==> src/core/sci_map.svh <==
`ifndef SCI_MAP_SVH
`define SCI_MAP_SVH

// ---------------------------------------------------------------
// register byte offsets
// ---------------------------------------------------------------
`define SCI_OFS_STATUS      8'h00
`define SCI_OFS_EN_SET      8'h04
`define SCI_OFS_EN_CLEAR    8'h08
`define SCI_OFS_MASK_STATE  8'h0C
`define SCI_OFS_FLAG_CLEAR  8'h10

// ---------------------------------------------------------------
// shared bit layout of status, set, clear and mask
// ---------------------------------------------------------------
`define SCI_NSRC            12
`define SCI_BIT_TX_READY    0
`define SCI_BIT_TX_DRAINED  1
`define SCI_BIT_TX_DONE     2
`define SCI_BIT_TX_BUFE     3
`define SCI_BIT_RX_READY    4
`define SCI_BIT_RX_OVERRUN  5
`define SCI_BIT_RX_DONE     6
`define SCI_BIT_RX_BUFF     7
`define SCI_BIT_MATCH_ZERO  8
`define SCI_BIT_MATCH_ONE   9
`define SCI_BIT_TX_SYNC     10
`define SCI_BIT_RX_SYNC     11
`define SCI_BIT_TX_ENABLED  16
`define SCI_BIT_RX_ENABLED  17

// ---------------------------------------------------------------
// reset values and masks
// ---------------------------------------------------------------
`define SCI_MASK_RESET      12'h000
`define SCI_FLAGS_RESET     12'h000
`define SCI_STICKY_BITS     12'hF20
`define SCI_ZERO_WORD       32'h0000_0000

`endif

==> src/core/sci_pkg.sv <==
package sci_pkg;

	typedef struct packed {
		logic        pready;
		logic        pslverr;
		logic [31:0] prdata;
	} sci_apb_s;

	typedef struct packed {
		logic [11:0] flags;
	} sci_flags_s;

	typedef struct packed {
		logic [11:0] mask;
		logic [11:0] level;
		logic        rx_full;
		logic        tx_en;
		logic        rx_en;
		logic        irq;
	} sci_top_s;

endpackage

==> src/core/sci_irq_top.sv <==
// What this block does
// - match-one flag sets on match, read clears
// - transmit-sync flag sets on event, read clears
// - receive-sync flag sets on event, read clears
// - transmit-enabled bit mirrors transmitter enable
// - receive-enabled bit mirrors receiver enable
// - status, set, clear, mask share layout
// - set register ones enable sources
// - clear register ones disable sources
// - mask register shows enabled sources
// - receive ready tracks holding register occupancy
// - overrun on load while full, read clears
// - match-zero flag sets on match, read clears
`timescale 1ns/10ps
`include "sci_map.svh"

module sci_irq_top
(
	input  wire logic        i_clk,
	input  wire logic        i_rst,
	input  wire logic        i_psel,
	input  wire logic        i_penable,
	input  wire logic        i_pwrite,
	input  wire logic [7:0]  i_paddr,
	input  wire logic [31:0] i_pwdata,
	output logic [31:0]      o_prdata,
	output logic             o_pready,
	output logic             o_pslverr,
	input  wire logic        i_tx_ready,
	input  wire logic        i_tx_drained,
	input  wire logic        i_tx_count_done,
	input  wire logic        i_tx_buffers_empty,
	input  wire logic        i_rx_count_done,
	input  wire logic        i_rx_buffers_full,
	input  wire logic        i_rx_load,
	input  wire logic        i_rx_take,
	input  wire logic        i_match_zero,
	input  wire logic        i_match_one,
	input  wire logic        i_transmit_sync,
	input  wire logic        i_receive_sync,
	input  wire logic        i_tx_enabled,
	input  wire logic        i_rx_enabled,
	output logic             o_irq
);
	// ---------------------------------------------------------------
	// address decode
	// ---------------------------------------------------------------
	function automatic logic hit(input logic [7:0] addr, input logic [7:0] ofs);
		hit = (addr == ofs);
	endfunction

	function automatic logic mapped(input logic [7:0] addr);
		mapped = hit(addr, `SCI_OFS_STATUS) | hit(addr, `SCI_OFS_EN_SET)
			| hit(addr, `SCI_OFS_EN_CLEAR) | hit(addr, `SCI_OFS_MASK_STATE)
			| hit(addr, `SCI_OFS_FLAG_CLEAR);
	endfunction

	sci_pkg::sci_top_s q;
	sci_pkg::sci_top_s d;

	logic        wr_en;
	logic        rd_en;
	logic        addr_ok;
	logic [31:0] rdata;
	logic [31:0] status_word;
	logic [11:0] sticky;
	logic [11:0] flags_all;
	logic [11:0] sticky_set;
	logic [11:0] sticky_clr;
	logic [11:0] en_set;
	logic [11:0] en_clr;
	logic        status_read;
	logic        overrun_event;

	assign addr_ok = mapped(i_paddr);

	// ---------------------------------------------------------------
	// bus slave
	// ---------------------------------------------------------------
	sci_apb_slave u_apb
	(
		.i_clk     (i_clk),
		.i_rst     (i_rst),
		.i_psel    (i_psel),
		.i_penable (i_penable),
		.i_pwrite  (i_pwrite),
		.i_rdata   (rdata),
		.i_addr_ok (addr_ok),
		.o_wr_en   (wr_en),
		.o_rd_en   (rd_en),
		.o_pready  (o_pready),
		.o_pslverr (o_pslverr),
		.o_prdata  (o_prdata)
	);

	// ---------------------------------------------------------------
	// status word
	// ---------------------------------------------------------------
	// one layout for every register, so a source's bit index is the same everywhere
	always_comb
	begin
		flags_all = q.level | sticky;
		flags_all[`SCI_BIT_RX_READY] = q.rx_full;
		status_word = `SCI_ZERO_WORD;
		status_word[11:0] = flags_all;
		status_word[`SCI_BIT_TX_ENABLED] = q.tx_en;
		status_word[`SCI_BIT_RX_ENABLED] = q.rx_en;
	end

	always_comb
	begin
		rdata = `SCI_ZERO_WORD;
		if (hit(i_paddr, `SCI_OFS_STATUS))
			rdata = status_word;
		else if (hit(i_paddr, `SCI_OFS_MASK_STATE))
			rdata[11:0] = q.mask;
	end

	// ---------------------------------------------------------------
	// sticky event flags
	// ---------------------------------------------------------------
	// a word read out in the same cycle as the next load is no overrun
	assign overrun_event = i_rx_load & q.rx_full & ~i_rx_take;
	assign status_read = rd_en & hit(i_paddr, `SCI_OFS_STATUS);

	always_comb
	begin
		sticky_set = '0;
		sticky_set[`SCI_BIT_RX_OVERRUN] = overrun_event;
		sticky_set[`SCI_BIT_MATCH_ZERO] = i_match_zero;
		sticky_set[`SCI_BIT_MATCH_ONE] = i_match_one;
		sticky_set[`SCI_BIT_TX_SYNC] = i_transmit_sync;
		sticky_set[`SCI_BIT_RX_SYNC] = i_receive_sync;
		// only bits that the reader actually saw are cleared, so an event
		// landing between the data sample and the ack edge is kept
		sticky_clr = '0;
		if (status_read)
			sticky_clr = o_prdata[11:0] & `SCI_STICKY_BITS;
		if (wr_en & hit(i_paddr, `SCI_OFS_FLAG_CLEAR))
			sticky_clr = sticky_clr | (i_pwdata[11:0] & `SCI_STICKY_BITS);
	end

	sci_flags u_flags
	(
		.i_clk   (i_clk),
		.i_rst   (i_rst),
		.i_set   (sticky_set),
		.i_clr   (sticky_clr),
		.o_flags (sticky)
	);

	// ---------------------------------------------------------------
	// mask, levels and interrupt
	// ---------------------------------------------------------------
	always_comb
	begin
		en_set = '0;
		en_clr = '0;
		if (wr_en & hit(i_paddr, `SCI_OFS_EN_SET))
			en_set = i_pwdata[11:0];
		if (wr_en & hit(i_paddr, `SCI_OFS_EN_CLEAR))
			en_clr = i_pwdata[11:0];
	end

	always_comb
	begin
		d = q;
		d.mask = (q.mask | en_set) & ~en_clr;
		d.level = '0;
		d.level[`SCI_BIT_TX_READY] = i_tx_ready;
		d.level[`SCI_BIT_TX_DRAINED] = i_tx_drained;
		d.level[`SCI_BIT_TX_DONE] = i_tx_count_done;
		d.level[`SCI_BIT_TX_BUFE] = i_tx_buffers_empty;
		d.level[`SCI_BIT_RX_DONE] = i_rx_count_done;
		d.level[`SCI_BIT_RX_BUFF] = i_rx_buffers_full;
		if (i_rx_load)
			d.rx_full = 1'b1;
		else if (i_rx_take)
			d.rx_full = 1'b0;
		d.tx_en = i_tx_enabled;
		d.rx_en = i_rx_enabled;
		// registered so the pin never glitches; one cycle behind the flags
		d.irq = |(flags_all & q.mask);
	end

	always_ff @(posedge i_clk)
	begin
		if (i_rst)
		begin
			q <= '0;
			q.mask <= `SCI_MASK_RESET;
		end
		else
			q <= d;
	end

	assign o_irq = q.irq;
endmodule

==> src/core/sci_apb_slave.sv <==
`timescale 1ns/10ps
`include "sci_map.svh"

// ---------------------------------------------------------------
// apb slave: one wait state, read data sampled before the ack
// ---------------------------------------------------------------
module sci_apb_slave
(
	input  wire logic        i_clk,
	input  wire logic        i_rst,
	input  wire logic        i_psel,
	input  wire logic        i_penable,
	input  wire logic        i_pwrite,
	input  wire logic [31:0] i_rdata,
	input  wire logic        i_addr_ok,
	output logic             o_wr_en,
	output logic             o_rd_en,
	output logic             o_pready,
	output logic             o_pslverr,
	output logic [31:0]      o_prdata
);
	sci_pkg::sci_apb_s q;
	sci_pkg::sci_apb_s d;
	logic              done;

	assign done = i_psel & i_penable & q.pready;
	assign o_wr_en = done & i_pwrite & i_addr_ok;
	assign o_rd_en = done & ~i_pwrite & i_addr_ok;
	assign o_pready = q.pready;
	assign o_pslverr = q.pslverr;
	assign o_prdata = q.prdata;

	always_comb
	begin
		d = q;
		d.pready = 1'b0;
		d.pslverr = 1'b0;
		if (i_psel & i_penable & ~q.pready)
		begin
			d.pready = 1'b1;
			d.pslverr = ~i_addr_ok;
			d.prdata = (i_pwrite | ~i_addr_ok) ? `SCI_ZERO_WORD : i_rdata;
		end
	end

	always_ff @(posedge i_clk)
	begin
		if (i_rst)
			q <= '0;
		else
			q <= d;
	end
endmodule

==> src/core/sci_flags.sv <==
`timescale 1ns/10ps
`include "sci_map.svh"

// ---------------------------------------------------------------
// sticky flags: a set in the clearing cycle survives
// ---------------------------------------------------------------
module sci_flags
(
	input  wire logic        i_clk,
	input  wire logic        i_rst,
	input  wire logic [11:0] i_set,
	input  wire logic [11:0] i_clr,
	output logic [11:0]      o_flags
);
	sci_pkg::sci_flags_s q;
	sci_pkg::sci_flags_s d;

	assign o_flags = q.flags;

	always_comb
	begin
		d = q;
		d.flags = (q.flags & ~i_clr) | i_set;
	end

	always_ff @(posedge i_clk)
	begin
		if (i_rst)
			q.flags <= `SCI_FLAGS_RESET;
		else
			q <= d;
	end
endmodule

==> config.mk <==
export PLATFORM = sky130hd
export DESIGN_NAME = sci_irq_top
export DESIGN_NICKNAME = d
export VERILOG_FILES = /design/src/core/sci_pkg.sv /design/src/core/sci_irq_top.sv /design/src/core/sci_apb_slave.sv /design/src/core/sci_flags.sv
export VERILOG_INCLUDE_DIRS = /design/src /design/src/core
export SDC_FILE = /design/constraint.sdc
export NUM_CORES = 1
export LEC_CHECK = 0
export BUFFER_PORTS_ARGS = -buffer_cell sky130_fd_sc_hd__buf_2
export CAP_MARGIN = 25
export CORE_UTILIZATION = 43
export CTS_BUF_LIST = sky130_fd_sc_hd__clkbuf_2 sky130_fd_sc_hd__clkbuf_4 sky130_fd_sc_hd__clkbuf_8
export DETAILED_ROUTE_END_ITERATION = 16
export PLACE_DENSITY = 0.78
export SKIP_CTS_REPAIR_TIMING = 1
export SYNTH_ARGS = -nofsm -noshare
export SYNTH_HDL_FRONTEND = slang
export SYNTH_SLANG_ARGS = --single-unit
==> constraint.sdc <==
create_clock -name i_clk -period 1.6 [get_ports i_clk]
set_input_delay 0.08 -clock i_clk [delete_from_list [all_inputs] [get_ports i_clk]]
set_output_delay 0.08 -clock i_clk [all_outputs]
set_load 0.1 [all_outputs]
==> run summary <==
CP startpoint kind - flop
Dpl cell area - 2325 sq um
Unrepaired setup endpoints after global routing - no
Detailed Place HPWL - 3520 um
Synthesis-to-finish area growth - 24.54%
Gr busiest metal - met2
GP Congestion - 0.8164
Number of global-route vias before repair - 1657
CTS Buf Count - 5
Post-route minimum period - 1.416 ns
Vias per cell - 5.249
CTS tree - done
Seq/Total Area, Yosys - 43.19%
Period utilisation layout - 88.52%
Synth unique cells - 33
Fill cells - 422
Total global-route track usage - 20.43%
Synth Instances - 212
Design area - 2482 sq um
CTS Sinks - 43
Row count - 24
Drt pass-1 iters - 5
Maximum vdd drop - 0.4065 mV
Critical path's slowest cell - dfxtp_4
Worst skew pair latency - 0.30 ns
Clk_skew - 0.005841 ns
Achievable Freq - 0.7060 GHz
Antenna Cells - 0
CP max stage delay - 0.36 ns
Grt met2 use - 34.08%
Failing checks - negative hold slack
Max_cap viols - 0
Initial DRC Count - 120
Slew Limit Headroom - 58.53%
Max-slew violation count - 0
Min Hold Slack - -0.01273 ns
Routing usage on met3 - 4.329%
CP top delay family - simple AND/OR/NAND/NOR gates
Total number of vias - 1774
Initial Util - 45.15%
Final ANT Viol Nets - 0
Clock Root Buffer - clkbuf_8
Worst path buffer plus inverter count - 1
Slew @ Worst Pin - 0.6220 ns
Share of layout cells above drive strength 1 - 33.22%
CTS clk-pin slew, worst paths - 0.08 ns
Die Area - 4911 sq um
Die height - 70.08 um
Largest net degree at the start of global routing - 33
Reg2reg setup slack - 0.18 ns
WL final - 4689 um
Post-route DRC - 0
I/O pins - 94
Post-Syn Area - 1993 sq um
Max Root-Sink Buffers - 2
Power per cell area - 884.3 nW/um^2
Chip Width - 70.08 um
Lkg Pwr - 0.001027 uW
Layout Nets - 344
GRT overflow - 0
CP Data Arrival Time - 1.63 ns
Worst EP required - 1.81 ns
Status - finished with violations
Critical-path cell list - nand4_1 > nor4_4 > buf_4 > a31oi_1 > a211oi_1
Met1 Use GR - 25.52%
First-pass GRT wire length - 7824 um
FF+latch count, synth - 43
Final setup viols - 0
Worst Hold Class - in -> reg
Avg Inst Size Synth - 9.402 sq um
Final Hold Violating Endpoints - 3
Crit path kind - reg -> reg
Initial antenna violation count - 0
Synth warnings - 0
Crit end category - flop
Crit-path max FO - 5
Clock H-tree levels - 2
Routed wire length per instance - 13.87 um
IO buf count - 55
Core area - 4414 sq um
==> area by class of cell <==
type	instances	area (sq um)	area share [%]
clock buffers	6	76.32	3.075
clock inverters	2	11.26	0.4536
inverters	5	18.77	0.7560
multi-input cells	152	980.9	39.52
flip-flops and latches	43	864.6	34.83
well taps	52	65.06	2.621
repair buffers	78	465.4	18.75
==> layout by cell type (no fill, tap or decap), types with 6 or more instances in the layout <==
master         instances
a22oi_1               14
buf_2                 55
buf_4                 16
nand4_1                6
nor2b_1               16
dfxtp_1               42
conb_1                18
a21oi_1               25
dlygate4sd3_1          7
a31oi_1                6
nand2_1               14
nor2_1                 7
a211oi_2               7
==> routing by layer <==
metal,share of wire [%],routed length (um),vias up
met2,48,2233,70
met4,1.5,72,0
li1,-,-,886
met3,5.6,261,8
met5,0,0,-
met1,45,2121,810
==> flip-flops by register name, indices dropped and copies added (netlist names) <==
name and cells:
q 20, u_apb.o_prdata 14, u_flags.o_flags 5, flags_all 1, o_irq 1, u_apb.o_pready 1
u_apb.o_pslverr 1
==> final timing paths <==
check / startpoint / to / depth (start not counted)
min reg2reg: q[7] / u_apb.o_prdata[3] / 2
max reg2reg: u_apb.o_pready / q[26] / 5
max: u_apb.o_pready / q[26] / 5
min: i_tx_count_done / q[6] / 2
==> power by group <==
part	internal (uW)	switching, uW
clock	324	383
combinational	86.3	296
sequential	1090	15.2
total	1500	694
==> through the flow <==
stage	total power [uW]	setup TNS, ns	setup WS [ns]	instances	utilization (%)
floorplan	1446	0	0.01992	229	-
global route	2276	0	0.04794	338	56.24
global placement	1495	0	0.03595	323	52.66
detailed placement	1500	-0.1239	-0.03376	323	52.66
finish	2195	0	0.1836	338	56.24
CTS	2196	0	0.1783	331	54.65
==> cells by family (layout without fill, tap and decap cells) <==
| family | Yosys count | after routing | synth area share [%] |
|---|---|---|---|
| AO/OA/AOI/OAI | 74 | 74 | 26.18 |
| buffers and inverters | 34 | 91 | 10.80 |
| AND/OR/NAND/NOR | 60 | 60 | 19.65 |
| flip-flops | 43 | 43 | 43.19 |
| other | 1 | 18 | 0.1881 |
==> synth_stat cells, drive strengths merged <==
master   n  area (sq um)
dfxtp   43         860.8
a21oi   25         125.1
buf     24         177.7
nor2b   16         100.1
a22oi   14         105.1
nand2   14         52.55
a211oi  12         125.1
nor2     7         26.28
a31oi    6         37.54
nand4    6         37.54
nor4     6         103.9
a31o     5         43.79
clkbuf   5         18.77
inv      5         18.77
o21ai    5         25.02
a221oi   3         26.28
a22o     3         26.28
nand2b   2         12.51
nand3    2         10.01
or2      2         12.51
a21boi   1         7.510
and3     1         6.260
conb     1         3.750
nand3b   1         7.510
nor3     1         5.000
or3      1         6.260
or4      1         11.26
Power figures use the tool's default switching activity.
